### config.mk
export PLATFORM = sky130hd
export DESIGN_NAME = shp_dev_flat
export DESIGN_NICKNAME = d
export VERILOG_FILES = /design/src/logic/shp_pkg.sv /design/src/logic/shp_if.sv /design/src/logic/shp_dev.sv /design/src/flat_wrapper.sv
export SDC_FILE = /design/constraint.sdc
export NUM_CORES = 1
export LEC_CHECK = 0
export ABC_CLOCK_PERIOD_IN_PS = 2650
export BUFFER_PORTS_ARGS = -buffer_cell sky130_fd_sc_hd__buf_2
export CORE_MARGIN = 2
export CORE_UTILIZATION = 45
export CTS_CLUSTER_DIAMETER = 30
export DETAILED_ROUTE_END_ITERATION = 16
export PLACE_DENSITY = 0.64
export SLEW_MARGIN = 10
export SYNTH_ARGS = -nofsm -noshare
export SYNTH_HDL_FRONTEND = slang
export SYNTH_SLANG_ARGS = --single-unit
### constraint.sdc
create_clock -name hclk -period 2.65 [get_ports hclk]
set_input_delay 0.1325 -clock hclk [delete_from_list [all_inputs] [get_ports hclk]]
set_output_delay 0.1325 -clock hclk [all_outputs]
set_load 0.01 [all_outputs]
### src/logic/shp_pkg.sv
package shp_pkg;
   // ---------------------------------------------------------------
   // Host side register map (AHB-Lite, word offsets)
   // ---------------------------------------------------------------
   localparam logic [7:0] CTRL_OFS = 8'h00;
   localparam logic [7:0] CMD_OFS = 8'h04;
   localparam logic [7:0] STAT_OFS = 8'h08;
   localparam logic [7:0] RDATA_OFS = 8'h0c;
   // CTRL fields
   localparam int CTRL_MUX = 0;
   localparam int CTRL_RST = 1;
   // CMD fields: [7:0] data, [8] write, [9] chan, [10] data_cmd,
   // [11] irq_acknowledge_n cycle, [15:12] register address
   localparam int CMD_WR = 8;
   localparam int CMD_CH = 9;
   localparam int CMD_DC = 10;
   localparam int CMD_ACK = 11;
   localparam int CMD_ADR = 12;
   // STAT fields
   localparam int STAT_BUSY = 0;
   localparam int STAT_IRQ = 1;
   // ---------------------------------------------------------------
   // Device side control bits (per channel config byte)
   // ---------------------------------------------------------------
   localparam int CFG_DTR = 0;
   localparam int CFG_RTS = 1;
   localparam int CFG_AUTO = 2;
   localparam int CFG_ASYNC = 3;
   localparam int CFG_REQ = 4;
   localparam int CFG_WAITREQ = 5;
   localparam int CFG_XTAL = 6;
   localparam logic [7:0] CFG_RST = 8'h00;
   localparam logic [1:0] RXMODE_ASYNC = 2'h0;
   localparam logic [1:0] RXMODE_EXT = 2'h1;
   localparam logic [1:0] RXMODE_INT = 2'h2;
   localparam logic [1:0] RXMODE_FLAG = 2'h3;
   localparam logic [7:0] VECTOR_DEF = 8'h00; // Arbitrary value
   // Clock factors 1/16/32/64 as shift amounts
   localparam logic [2:0] CLKF_X1 = 3'h0;
   localparam logic [2:0] CLKF_X16 = 3'h4;
   localparam logic [2:0] CLKF_X32 = 3'h5;
   localparam logic [2:0] CLKF_X64 = 3'h6;
   // Host strobe phase length in hclk cycles
   localparam int STROBE_NS = 48;
   localparam int CLK_NS = 8;
   localparam int STROBE_CYC = (STROBE_NS + CLK_NS - 1) / CLK_NS;
   localparam int TX_MIN_DIV = 4;
   typedef enum logic [2:0] {
      SHP_IDLE = 3'b000,
      SHP_ADDR = 3'b001,
      SHP_STRB = 3'b010,
      SHP_DONE = 3'b011,
      SHP_RSTB = 3'b100
   } shp_state_e;
endpackage

### src/logic/shp_if.sv
`timescale 1ns/1ps
interface shp_if;
   logic [7:0] bus_host_d;
   logic bus_host_oe;
   logic [7:0] bus_dev_d;
   logic bus_dev_oe;
   logic chip_enable_n;
   logic channel_select;
   logic data_cmd_select;
   logic read_strobe_n;
   logic write_strobe_n;
   logic addr_strobe_n;
   logic data_strobe_n;
   logic chip_select_low;
   logic chip_select_high;
   logic rd_wr;
   logic irq_acknowledge_n;
   logic interrupt_enable_in;
   logic interrupt_enable_out;
   logic irq_out_oe;
   logic [1:0] terminal_ready_out;
   logic [1:0] send_request_out;
   logic [1:0] wait_req_d;
   logic [1:0] wait_req_oe;
   modport dev (
      input bus_host_d, bus_host_oe, chip_enable_n, channel_select,
      input data_cmd_select, read_strobe_n, write_strobe_n,
      input addr_strobe_n, data_strobe_n, chip_select_low,
      input chip_select_high, rd_wr, irq_acknowledge_n,
      input interrupt_enable_in,
      output bus_dev_d, bus_dev_oe, interrupt_enable_out, irq_out_oe,
      output terminal_ready_out, send_request_out, wait_req_d,
      output wait_req_oe
   );
   modport host (
      output bus_host_d, bus_host_oe, chip_enable_n, channel_select,
      output data_cmd_select, read_strobe_n, write_strobe_n,
      output addr_strobe_n, data_strobe_n, chip_select_low,
      output chip_select_high, rd_wr, irq_acknowledge_n,
      output interrupt_enable_in,
      input bus_dev_d, bus_dev_oe, interrupt_enable_out, irq_out_oe,
      input terminal_ready_out, send_request_out, wait_req_d,
      input wait_req_oe
   );
endinterface // shp_if

### src/logic/shp_dev.sv
`timescale 1ns/1ps
module shp_dev (
   input wire logic hclk,
   input wire logic hresetn,
   shp_if.dev pins,
   input wire logic [1:0] irq_pending,
   input wire logic [1:0] tx_empty,
   input wire logic [1:0] pattern_match,
   input wire logic [1:0] flag_seen,
   input wire logic [1:0] frame_align_in,
   input wire logic [1:0] rx_clk_edge,
   output logic [1:0] frame_align_out,
   output logic [1:0] frame_align_oe,
   output logic [1:0] hunt_status,
   output logic [1:0] assemble_start,
   output logic [1:0] tx_bit_tick,
   output logic [1:0] rx_sample_tick,
   output logic soft_reset
);
   // ---------------------------------------------------------------
   // Synchronisers: three stages, change once stages 2 and 3 agree
   // ---------------------------------------------------------------
   localparam int NS = 9;
   logic [NS-1:0] raw, s1_r, s2_r, s3_r, clean_r;
   assign raw = {pins.irq_acknowledge_n, pins.read_strobe_n,
      pins.write_strobe_n, pins.addr_strobe_n, pins.data_strobe_n,
      pins.chip_enable_n, pins.chip_select_high, frame_align_in};
   always_ff @(posedge hclk or negedge hresetn) begin
      if (!hresetn) begin
         s1_r <= '1;
         s2_r <= '1;
         s3_r <= '1;
      end else begin
         s1_r <= raw;
         s2_r <= s1_r;
         s3_r <= s2_r;
      end
   end
   // Filter: accept a level only once two late stages agree
   always_ff @(posedge hclk or negedge hresetn) begin
      if (!hresetn) begin
         clean_r <= '1;
      end else begin
         for (int i = 0; i < NS; i++) begin
            if (s2_r[i] == s3_r[i]) begin
               clean_r[i] <= s3_r[i];
            end
         end
      end
   end
   logic ack_n, rd_n, wr_n, as_n, ds_n, ce_n, csh;
   logic [1:0] fa_s;
   assign {ack_n, rd_n, wr_n, as_n, ds_n, ce_n, csh, fa_s} = clean_r;

   // ---------------------------------------------------------------
   // Bus decode and reset coincidence
   // ---------------------------------------------------------------
   logic rst_np, rst_mx, rst_r;
   assign rst_np = !rd_n && !wr_n;
   assign rst_mx = !as_n && !ds_n;
   always_ff @(posedge hclk or negedge hresetn) begin
      if (!hresetn) begin
         rst_r <= 1'b0;
      end else begin
         rst_r <= rst_np || rst_mx;
      end
   end
   assign soft_reset = rst_r;

   // Muxed address latch on address strobe rising edge; bus held
   // from the synchronised fall, as it carries data by the rise
   logic as_d_r, csl_r, ds_d_r, wr_d_r, csl_hold_r;
   logic [7:0] maddr_r, adr_hold_r;
   always_ff @(posedge hclk or negedge hresetn) begin
      if (!hresetn) begin
         as_d_r <= 1'b1;
         ds_d_r <= 1'b1;
         wr_d_r <= 1'b1;
         maddr_r <= 8'h00;
         csl_r <= 1'b0;
         adr_hold_r <= 8'h00;
         csl_hold_r <= 1'b0;
      end else begin
         as_d_r <= as_n;
         ds_d_r <= ds_n;
         wr_d_r <= wr_n;
         if (!as_n && as_d_r) begin
            adr_hold_r <= pins.bus_host_d;
            csl_hold_r <= !pins.chip_select_low;
         end
         if (as_n && !as_d_r) begin
            maddr_r <= adr_hold_r;
            csl_r <= csl_hold_r;
         end
      end
   end
   // Write strobes: nonmuxed on write rise, muxed on data rise
   logic np_wr, mx_wr;
   assign np_wr = wr_n && !wr_d_r && rd_n && !ce_n && ack_n;
   assign mx_wr = ds_n && !ds_d_r && as_n && csl_r && csh && !pins.rd_wr;
   // Channel config bytes and vector
   logic [7:0] cfg_r [2];
   logic [1:0] rxm_r [2];
   logic [2:0] clkf_r [2];
   logic [7:0] vec_r;
   localparam logic [7:0] CFG_RST_C = shp_pkg::CFG_RST;
   logic ch_np, ch_mx;
   assign ch_np = pins.channel_select;
   assign ch_mx = maddr_r[0];
   always_ff @(posedge hclk or negedge hresetn) begin
      if (!hresetn) begin
         cfg_r[0] <= CFG_RST_C;
         cfg_r[1] <= CFG_RST_C;
         rxm_r[0] <= shp_pkg::RXMODE_ASYNC;
         rxm_r[1] <= shp_pkg::RXMODE_ASYNC;
         clkf_r[0] <= shp_pkg::CLKF_X1;
         clkf_r[1] <= shp_pkg::CLKF_X1;
         vec_r <= shp_pkg::VECTOR_DEF;
      end else if (rst_r) begin
         cfg_r[0] <= CFG_RST_C;
         cfg_r[1] <= CFG_RST_C;
      end else if (np_wr && !pins.data_cmd_select) begin
         wreg(ch_np, pins.bus_host_d[7:6], pins.bus_host_d[5:0]);
      end else if (mx_wr && !maddr_r[1]) begin
         wreg(ch_mx, maddr_r[3:2], pins.bus_host_d[5:0]);
      end
   end
   // Command byte: [7:6] (muxed bus: address [3:2]) selects cfg, mode, clock factor or vector
   task automatic wreg(input logic ch, input logic [1:0] sel,
      input logic [5:0] v);
      case (sel)
         2'h0: cfg_r[ch] <= {2'b00, v};
         2'h1: rxm_r[ch] <= v[1:0];
         2'h2: clkf_r[ch] <= legal_clkf(v[2:0]);
         default: vec_r <= {2'b00, v};
      endcase
   endtask
   function automatic logic [2:0] legal_clkf(input logic [2:0] f);
      if (f == shp_pkg::CLKF_X16 || f == shp_pkg::CLKF_X32 ||
         f == shp_pkg::CLKF_X64) begin
         return f;
      end
      return shp_pkg::CLKF_X1;
   endfunction

   // ---------------------------------------------------------------
   // Interrupt daisy chain
   // ---------------------------------------------------------------
   logic ius_r, req;
   assign req = |irq_pending;
   // Under-service set by acknowledge when chain lets us win
   always_ff @(posedge hclk or negedge hresetn) begin
      if (!hresetn) begin
         ius_r <= 1'b0;
      end else if (rst_r || !req) begin
         ius_r <= 1'b0;
      end else if (!ack_n && pins.interrupt_enable_in) begin
         ius_r <= 1'b1;
      end
   end
   assign pins.interrupt_enable_out = pins.interrupt_enable_in &&
      !ius_r && !(!ack_n && req);
   assign pins.irq_out_oe = req && pins.interrupt_enable_in && !ius_r;
   // Data bus: vector on acknowledge read, else channel status
   logic rd_sel, vec_rd;
   assign vec_rd = !ack_n && !rd_n && pins.interrupt_enable_in;
   assign rd_sel = (!rd_n && !ce_n && wr_n) ||
      (!ds_n && as_n && csl_r && csh && pins.rd_wr);
   always_ff @(posedge hclk or negedge hresetn) begin
      if (!hresetn) begin
         pins.bus_dev_d <= 8'h00;
      end else if (vec_rd) begin
         pins.bus_dev_d <= vec_r;
      end else begin
         pins.bus_dev_d <= {4'h0, hunt_status, tx_empty};
      end
   end
   assign pins.bus_dev_oe = vec_rd || (rd_sel && ack_n);

   // ---------------------------------------------------------------
   // Per-channel modem pins, sync pin and rate ticks
   // ---------------------------------------------------------------
   logic [1:0] rts_r, hunt_r, fa_d_r;
   logic [1:0] txd_r [2];
   logic [6:0] rxc_r [2];
   for (genvar c = 0; c < 2; c++) begin : g_ch
      logic async, xt;
      assign async = rxm_r[c] == shp_pkg::RXMODE_ASYNC;
      assign xt = cfg_r[c][shp_pkg::CFG_XTAL];
      assign pins.terminal_ready_out[c] = cfg_r[c][shp_pkg::CFG_REQ] ?
         !tx_empty[c] : !cfg_r[c][shp_pkg::CFG_DTR];
      // Auto release: hold low until transmitter drained
      always_ff @(posedge hclk or negedge hresetn) begin
         if (!hresetn) begin
            rts_r[c] <= 1'b1;
         end else if (cfg_r[c][shp_pkg::CFG_RTS]) begin
            rts_r[c] <= 1'b0;
         end else if (!(cfg_r[c][shp_pkg::CFG_ASYNC] &&
            cfg_r[c][shp_pkg::CFG_AUTO]) || tx_empty[c]) begin
            rts_r[c] <= 1'b1;
         end
      end
      assign pins.send_request_out[c] = rts_r[c];
      // Wait is open drain, request drives both levels
      assign pins.wait_req_d[c] = cfg_r[c][shp_pkg::CFG_WAITREQ] ?
         !tx_empty[c] : 1'b0;
      assign pins.wait_req_oe[c] = cfg_r[c][shp_pkg::CFG_WAITREQ] ||
         (!tx_empty[c] && !ce_n);
      // Sync pin input updates hunt status only in async mode with xtal off
      always_ff @(posedge hclk or negedge hresetn) begin
         if (!hresetn) begin
            hunt_r[c] <= 1'b1;
            fa_d_r[c] <= 1'b1;
         end else begin
            fa_d_r[c] <= fa_s[c];
            if (async && !xt) begin
               hunt_r[c] <= fa_s[c];
            end
         end
      end
      assign hunt_status[c] = hunt_r[c];
      // Pin falls before the clock edge that starts the character
      assign assemble_start[c] = rxm_r[c] == shp_pkg::RXMODE_EXT &&
         !xt && !fa_s[c] && fa_d_r[c];
      assign frame_align_oe[c] = !xt &&
         (rxm_r[c] == shp_pkg::RXMODE_INT ||
          rxm_r[c] == shp_pkg::RXMODE_FLAG);
      assign frame_align_out[c] = !((rxm_r[c] == shp_pkg::RXMODE_INT &&
         pattern_match[c]) ||
         (rxm_r[c] == shp_pkg::RXMODE_FLAG && flag_seen[c]));
      // Transmit tick never faster than a quarter of clock
      always_ff @(posedge hclk or negedge hresetn) begin
         if (!hresetn) begin
            txd_r[c] <= 2'h0;
         end else begin
            txd_r[c] <= txd_r[c] + 2'h1;
         end
      end
      assign tx_bit_tick[c] = txd_r[c] == 2'(shp_pkg::TX_MIN_DIV - 1);
      // Receive clock divided by the selected factor
      always_ff @(posedge hclk or negedge hresetn) begin
         if (!hresetn) begin
            rxc_r[c] <= 7'h00;
         end else if (rx_clk_edge[c]) begin
            rxc_r[c] <= (rxc_r[c] + 7'h01) &
               7'((8'h01 << clkf_r[c]) - 8'h01);
         end
      end
      assign rx_sample_tick[c] = rx_clk_edge[c] && rxc_r[c] == 7'h00;
   end
endmodule // shp_dev

### src/flat_wrapper.sv
// flat-port wrapper written by rule: the top's interface ports become plain ports
module shp_dev_flat 
  (hclk, hresetn, irq_pending, tx_empty, pattern_match, flag_seen, frame_align_in, rx_clk_edge, frame_align_out, frame_align_oe, hunt_status, assemble_start, tx_bit_tick, rx_sample_tick, soft_reset, pins_bus_host_d, pins_bus_host_oe, pins_chip_enable_n, pins_channel_select, pins_data_cmd_select, pins_read_strobe_n, pins_write_strobe_n, pins_addr_strobe_n, pins_data_strobe_n, pins_chip_select_low, pins_chip_select_high, pins_rd_wr, pins_irq_acknowledge_n, pins_interrupt_enable_in, pins_bus_dev_d, pins_bus_dev_oe, pins_interrupt_enable_out, pins_irq_out_oe, pins_terminal_ready_out, pins_send_request_out, pins_wait_req_d, pins_wait_req_oe);
  shp_if pins_i ();
  input wire logic hclk;
  input wire logic hresetn;
  input wire logic [1:0] irq_pending;
  input wire logic [1:0] tx_empty;
  input wire logic [1:0] pattern_match;
  input wire logic [1:0] flag_seen;
  input wire logic [1:0] frame_align_in;
  input wire logic [1:0] rx_clk_edge;
  output logic [1:0] frame_align_out;
  output logic [1:0] frame_align_oe;
  output logic [1:0] hunt_status;
  output logic [1:0] assemble_start;
  output logic [1:0] tx_bit_tick;
  output logic [1:0] rx_sample_tick;
  output logic soft_reset;
  input wire logic [$bits(pins_i.bus_host_d)-1:0] pins_bus_host_d;
  input wire logic [$bits(pins_i.bus_host_oe)-1:0] pins_bus_host_oe;
  input wire logic [$bits(pins_i.chip_enable_n)-1:0] pins_chip_enable_n;
  input wire logic [$bits(pins_i.channel_select)-1:0] pins_channel_select;
  input wire logic [$bits(pins_i.data_cmd_select)-1:0] pins_data_cmd_select;
  input wire logic [$bits(pins_i.read_strobe_n)-1:0] pins_read_strobe_n;
  input wire logic [$bits(pins_i.write_strobe_n)-1:0] pins_write_strobe_n;
  input wire logic [$bits(pins_i.addr_strobe_n)-1:0] pins_addr_strobe_n;
  input wire logic [$bits(pins_i.data_strobe_n)-1:0] pins_data_strobe_n;
  input wire logic [$bits(pins_i.chip_select_low)-1:0] pins_chip_select_low;
  input wire logic [$bits(pins_i.chip_select_high)-1:0] pins_chip_select_high;
  input wire logic [$bits(pins_i.rd_wr)-1:0] pins_rd_wr;
  input wire logic [$bits(pins_i.irq_acknowledge_n)-1:0] pins_irq_acknowledge_n;
  input wire logic [$bits(pins_i.interrupt_enable_in)-1:0] pins_interrupt_enable_in;
  output wire logic [$bits(pins_i.bus_dev_d)-1:0] pins_bus_dev_d;
  output wire logic [$bits(pins_i.bus_dev_oe)-1:0] pins_bus_dev_oe;
  output wire logic [$bits(pins_i.interrupt_enable_out)-1:0] pins_interrupt_enable_out;
  output wire logic [$bits(pins_i.irq_out_oe)-1:0] pins_irq_out_oe;
  output wire logic [$bits(pins_i.terminal_ready_out)-1:0] pins_terminal_ready_out;
  output wire logic [$bits(pins_i.send_request_out)-1:0] pins_send_request_out;
  output wire logic [$bits(pins_i.wait_req_d)-1:0] pins_wait_req_d;
  output wire logic [$bits(pins_i.wait_req_oe)-1:0] pins_wait_req_oe;
  assign pins_i.bus_host_d = pins_bus_host_d;
  assign pins_i.bus_host_oe = pins_bus_host_oe;
  assign pins_i.chip_enable_n = pins_chip_enable_n;
  assign pins_i.channel_select = pins_channel_select;
  assign pins_i.data_cmd_select = pins_data_cmd_select;
  assign pins_i.read_strobe_n = pins_read_strobe_n;
  assign pins_i.write_strobe_n = pins_write_strobe_n;
  assign pins_i.addr_strobe_n = pins_addr_strobe_n;
  assign pins_i.data_strobe_n = pins_data_strobe_n;
  assign pins_i.chip_select_low = pins_chip_select_low;
  assign pins_i.chip_select_high = pins_chip_select_high;
  assign pins_i.rd_wr = pins_rd_wr;
  assign pins_i.irq_acknowledge_n = pins_irq_acknowledge_n;
  assign pins_i.interrupt_enable_in = pins_interrupt_enable_in;
  assign pins_bus_dev_d = pins_i.bus_dev_d;
  assign pins_bus_dev_oe = pins_i.bus_dev_oe;
  assign pins_interrupt_enable_out = pins_i.interrupt_enable_out;
  assign pins_irq_out_oe = pins_i.irq_out_oe;
  assign pins_terminal_ready_out = pins_i.terminal_ready_out;
  assign pins_send_request_out = pins_i.send_request_out;
  assign pins_wait_req_d = pins_i.wait_req_d;
  assign pins_wait_req_oe = pins_i.wait_req_oe;
  shp_dev u_core (.hclk(hclk), .hresetn(hresetn), .pins(pins_i), .irq_pending(irq_pending), .tx_empty(tx_empty), .pattern_match(pattern_match), .flag_seen(flag_seen), .frame_align_in(frame_align_in), .rx_clk_edge(rx_clk_edge), .frame_align_out(frame_align_out), .frame_align_oe(frame_align_oe), .hunt_status(hunt_status), .assemble_start(assemble_start), .tx_bit_tick(tx_bit_tick), .rx_sample_tick(rx_sample_tick), .soft_reset(soft_reset));
endmodule
==> flow_summary.toml, run 1 <==
[global_route]
first_global_vias = 2795
grt_max_degree = 56
globalRouteTotalUtil_pct = 16.4
grt_pass1_wl_um = 14100
antenna_found_initial = 0
globalRouteOverflowTotal = 0

[die]
die_y_um = 105
start_util_pct = 46.7
die_area_um2 = 11000
io_pins = 67
core_area_um2 = 9820
die_w_um = 105
fp-row-count = 36

[power]
pwr-share-comb_pct = 16.0
power_switching_uw = 993
powerDensity_nw_per_um2 = 673
vdd_drop_max_mv = 0.465
power.internal_uw = 2610
swShare_pct = 27.6
pwr-share-seq_pct = 57.2
p_leak_uw = 0.00233
clkPwrFrac_pct = 26.9

[worst_setup_path]
path_delay_family = "simple AND/OR/NAND/NOR gates"
slowest_delay_ns = 0.59
crit_type = "reg2reg"
cp.depth = 5
start_kind = "register"
path_buf_inv = 0
arrival_ns = 2.32
worstRegToRegCells = 5
required_ns = 2.91
cp_max_fo = 6
r2r-end = "u_core.vec_r[5]"
slowest_stage = "dfstp_2"
crit_chain = "nand3_2, nor4_4, nand4_2, a21oi_4, mux2_4"
r2r_start = "u_core.clean_r[5]"
ff2ff_setup_slack_ns = 0.59
crit_path_end_kind = "register"

[place]
portBuffers = 63
place.gp.congestion = 0.766
pre_cts_slack_ns = 0.612
place_inst = 534
place_hpwl_um = 5820

[drt]
via_count = 2874
drc = 0
final_antenna_net_count = 0
drt_iter0_markers = 171
routed_via_density = 5.12
wirelength_um = 8210
wire_per_inst_um = 14.6
first_pass_iters = 4

[sta]
final_hold_viol_count = 0
fin_ws_ns = 0.589
drv_slew = 0
period_share_pct = 77.8
tightest_slew_ns = 0.689
whs_ns = 0.0349
slew_headroom_pct = 54.1
max_freq_mhz = 485
fin_skew_ns = 0.0132
setup-violations-final = 0
min_period_ns = 2.06
finalSetupTns_ns = 0
rsz0062_at_grt = "no"

[cells_and_area]
area_growth_pct = 16.7
drive_gt1_share_pct = 37.9
nFillCells = 858
final_util_pct = 54.5
stdcell_count = 561
diodes = 0
layout_common_cells = "dfrtp_1 (64), buf_2 (62), dfstp_2 (45)"
mostFrequentLayoutCell = "dfrtp_1"
nets = 466

[synth]
syn_area_per_cell_um2 = 13.2
synth_area_leaders = "dfrtp_1 (35%), dfstp_2 (26%), mux2_2 (3.7%), a22o_1 (2.5%), mux2_1 (2.5%)"
async_flop_share_pct = 100
yosys.area.top_type = "dfrtp_1"
ys_ff_latch = 109
synth_seq_area_share_pct = 60.7
synth-edff-count = 0
synth_top_area_share_pct = 34.9
ys.flop_type = "dfrtp_1"
netlist_area_um2 = 4590
yosysWarningCount = 0
synthCells = 347
ys_types = 60

[clock_tree]
clock-sinks = 109
clockBufferDepth = 2
post_cts_buffers = 0
clk_transition_reported_paths_ns = 0.10
htree_levels = 3
insertion_delay_ns = 0.38
cts_made_buffers = 9
cts-root-buf = "clkbuf_8"
tritoncts = "yes"

[worst_hold_path]
whs_endpoint = "u_core.cfg_r[12]"
hold_depth = 2
hp-class = "in2reg"
min_from = "pins_bus_host_d[4]"

[outcome]
status = "completed"

[run]
drv_cap = 0
synth_stat cells, drive strengths merged, types with 9 or more instances:
library cell / number
dfstp: 45
o21ai: 13
dfrtp: 64
a22o: 13
clkbuf: 9
mux2: 31
maj3: 9
nand2: 25
inv: 13
nand3: 9
nor2: 14
kinds of logic after synthesis:
family | after synthesis | synth area share [%]
adders and majority gates | 17 | 4.14
xor gates and xnor gates | 9 | 1.72
and+or+nand+nor | 98 | 13.3
buffers and inverters | 25 | 2.24
DFF | 109 | 60.7
AOI/OAI and AO/OA | 53 | 8.86
other | 1 | 0.0817
muxes | 35 | 8.97
flip-flops by register name, indices dropped and copies added, names as in the netlist, 6 cells and up:
| register | count |
|---|---|
| u_core.vec_r | 6 |
| u_core.s1_r | 9 |
| u_core.clkf_r | 6 |
| u_core.s2_r | 9 |
| u_core.s3_r | 9 |
| u_core.cfg_r | 12 |
| u_core.pins.bus_dev_d | 6 |
| u_core.rxc_r | 14 |
| u_core.clean_r | 9 |
area by class of cell:
cell class | count | area (um2) | share of cell area, %
well taps | 133 | 166 | 3.11
inverters | 13 | 48.8 | 0.911
clock buffers | 11 | 153 | 2.85
clock inverters | 5 | 40.0 | 0.748
flip-flops and latches | 109 | 2780 | 52.0
repair buffers | 76 | 455 | 8.51
multi-input cells | 214 | 1710 | 31.9
power groups by stage:
stage	combinational (uW)	clock (uW)	sequential [uW]
after floorplan	382	0	2050
after CTS	585	1010	2060
after global placement	554	0	2080
after detailed placement	570	0	2090
after global routing	641	1090	2100
final	575	968	2060
timing repair:
item,4_1_cts,5_1_grt
hold buffers,11,0
gates resized for setup,0,0
endpoints found under the hold margin,48,0
endpoints found under the setup margin,0,0
stage by stage:
| step | power [uW] | area, um2 |
|---|---|---|
| 2_1_floorplan | 2430 | 4590 |
| 3_3_place_gp | 2630 | 5050 |
| 3_5_place_dp | 2660 | 5050 |
| 4_1_cts | 3660 | 5350 |
| 5_1_grt | 3830 | 5350 |
| 6_report | 3600 | 5350 |
metal layers:
metal,up-vias,global-route usage (%),part of all wire (%)
met5,-,0,0
met2,58,24.1,46
met3,9,4.62,4.0
met1,1429,23.3,48
li1,1378,-,-
met4,0,5.71,1.4
how the worst max path moves through the flow:
stage                 startpoint              end  slack [ns]
2_1_floorplan  u_core.clean_r[5]  u_core.vec_r[0]        0.78
3_3_place_gp   u_core.clean_r[5]  u_core.vec_r[5]        0.64
3_5_place_dp   u_core.clean_r[5]  u_core.vec_r[0]        0.61
4_1_cts        u_core.clean_r[5]  u_core.vec_r[5]        0.57
5_1_grt        u_core.clean_r[5]  u_core.vec_r[5]        0.48
6_report       u_core.clean_r[5]  u_core.vec_r[5]        0.59
Power figures use the tool's default switching activity.
==> run 2, diff against run 1 <==
--- a/config.mk
+++ b/config.mk
@@ -5,7 +5,8 @@
 export SDC_FILE = /design/constraint.sdc
 export NUM_CORES = 1
 export LEC_CHECK = 0
-export ABC_CLOCK_PERIOD_IN_PS = 2650
+export ABC_AREA = 1
+export ABC_CLOCK_PERIOD_IN_PS = 2100
 export BUFFER_PORTS_ARGS = -buffer_cell sky130_fd_sc_hd__buf_2
 export CORE_MARGIN = 2
 export CORE_UTILIZATION = 45
==> constraint.sdc (replaced) <==
create_clock -name hclk -period 2.1 [get_ports hclk]
set_input_delay 0.105 -clock hclk [delete_from_list [all_inputs] [get_ports hclk]]
set_output_delay 0.105 -clock hclk [all_outputs]
set_load 0.01 [all_outputs]
==> flow_summary.toml, run 2 <==
[outcome]
status = "completed"

[sta]
final_hold_viol_count = 0
period_share_pct = 82.8
fin_skew_ns = 0.00818
whs_ns = 0.0296
drv_slew = 0
min_period_ns = 1.74
rsz0062_at_grt = "no"
tightest_slew_ns = 0.503
max_freq_mhz = 575
setup-violations-final = 0
slew_headroom_pct = 66.4
finalSetupTns_ns = 0

[cells_and_area]
multi_input_area_um2 = 1670
top_register = "u_core.rxc_r"
drive_gt1_share_pct = 27.6
nFillCells = 959
nets = 614
top_regs = "u_core.rxc_r x14, u_core.cfg_r x12"
largest_reg_flops = 14
diodes = 0
register_area_um2 = 2780
mostFrequentLayoutCell = "nand2_1"
area_growth_pct = 18.1
final_util_pct = 54.5
layout_common_cells = "nand2_1 (109), dfrtp_1 (64), buf_2 (62)"

[drt]
first_pass_iters = 4
wirelength_um = 9000
final_antenna_net_count = 0
drt_iter0_markers = 208
via_count = 3454
routed_via_density = 4.85
drc = 0
wire_per_inst_um = 12.6

[global_route]
grt_max_degree = 39
globalRouteTotalUtil_pct = 17.1
globalRouteOverflowTotal = 0
antenna_found_initial = 0
grt_pass1_wl_um = 15400
first_global_vias = 3360

[synth]
ys_types = 38
synthCells = 489
synth_top_area_share_pct = 33.8
synthAdderAreaFrac_pct = 4.01
ys.flop_type = "dfrtp_1"
netlist_area_um2 = 4740
syn_area_per_cell_um2 = 9.70
synth_top_family_by_area = "simple AND/OR/NAND/NOR gates"
synth_seq_area_share_pct = 58.7
async_flop_share_pct = 100
synth_xor_area_share_pct = 0.739
ys_top_cells_by_count = "nand2_1 (109), dfrtp_1 (64), inv_1 (55)"
synth-edff-count = 0
yosys.area_share.simple_pct = 22.1
synthMuxAreaShare_pct = 1.61
synth.most_common_cell = "nand2_1"
synth_area_leaders = "dfrtp_1 (34%), dfstp_2 (25%), nand2_1 (8.6%), inv_1 (4.4%), nand3_1 (3.8%)"
yosysWarningCount = 0
ys_ff_latch = 109
yosys.area.top_type = "dfrtp_1"
synth_compound_area_share_pct = 6.54

[place]
portBuffers = 63
place.gp.congestion = 0.805
place_hpwl_um = 6430

[die]
fp-row-count = 37
io_pins = 67
die_w_um = 107
die_y_um = 107
die_area_um2 = 11400
start_util_pct = 46.1
core_area_um2 = 10300

[worst_setup_path]
arrival_ns = 1.63
start_kind = "register"
required_ns = 2.00
crit_path_end_kind = "output pin"
cp_max_fo = 11
crit_type = "reg2out"

[power]
total_power_uw = 4980
powerDensity_nw_per_um2 = 889
vdd_drop_max_mv = 0.683
p_leak_uw = 0.00269

[clock_tree]
cts_made_buffers = 9
cts-root-buf = "clkbuf_8"
htree_levels = 3
post_cts_buffers = 0
clockBufferDepth = 2
clk_transition_reported_paths_ns = 0.10
insertion_delay_ns = 0.38
clock-sinks = 109
tritoncts = "yes"

[worst_hold_path]
hp-class = "in2reg"

[run]
drv_cap = 0
## run 2: changes by cell type after synthesis, sizes merged, moves of 8 or more
cell | before | now
a21oi | 6 | 14
a22o | 13 | 0
inv | 13 | 57
mux2 | 31 | 5
nand2 | 25 | 120
nand3 | 9 | 37
nand4 | 4 | 13
nor2 | 14 | 41
o21ai | 13 | 32
## run 2: power by group
group          internal [uW]  switching [uW]
registers               2450             180
logic                    374             574
clock network            675             727
total                   3500            1480
## run 2: routing by layer
metal	wire length, um	GRT usage [%]
met1	4150	22.5
met2	4300	27.4
met3	453	4.19
met4	101	6.49
met5	0	0
## run 2: through the flow
step                cells  area (um2)  worst slack, ns
floorplan             490        4750            0.667
global placement      679        5200            0.434
detailed placement    679        5200            0.407
CTS                   712        5600            0.329
global route          712        5600            0.212
finish                712        5600            0.362
## run 2: cells by family (layout without fill, tap and decap cells)
logic type	after synthesis	after routing
other cells	1	2
compound gates	54	54
flops	109	109
buf+inv	71	157
simple gates	226	226
xor+xnor	4	4
mux	7	7
fa+ha+maj	17	17
## run 2: final timing paths
| check | slack (ns) | from | endpoint | cells after the start |
|---|---|---|---|---|
| max in group asynchronous | 1.22 | hresetn | u_core.s3_r[1] | 3 |
| min reg2reg | 0.36 | u_core.s1_r[4] | u_core.s2_r[4] | 0 |
| min in group asynchronous | 0.23 | hresetn | u_core.rxc_r[1] | 2 |
| min | 0.03 | rx_clk_edge[0] | u_core.rxc_r[8] | 2 |
| max reg2reg | 0.39 | u_core.clean_r[5] | u_core.clkf_r[1] | 7 |
| max | 0.36 | u_core.clean_r[7] | pins_bus_dev_oe | 4 |
## run 2: layout make-up
class	instances	area share (%)
clock inverter	4	1.05
timing repair buffer	83	9.56
clock buffer	12	2.97
inverter	58	3.91
sequential	109	49.7
multi-input combinational	310	29.8
tap	136	3.04
## run 2: repair_timing
action / 4_1_cts / 5_1_grt
endpoints found under the hold margin: 45 / 0
setup endpoints to repair: 0 / 0
hold buffers: 17 / 0
resized for setup: 0 / 0
## run 2: critical path, stage by stage, from the launching register on
cell and delay, ns:
dfstp_2 0.59, inv_2 0.06, nand3_1 0.35, nand2_1 0.11
buf_2 0.16
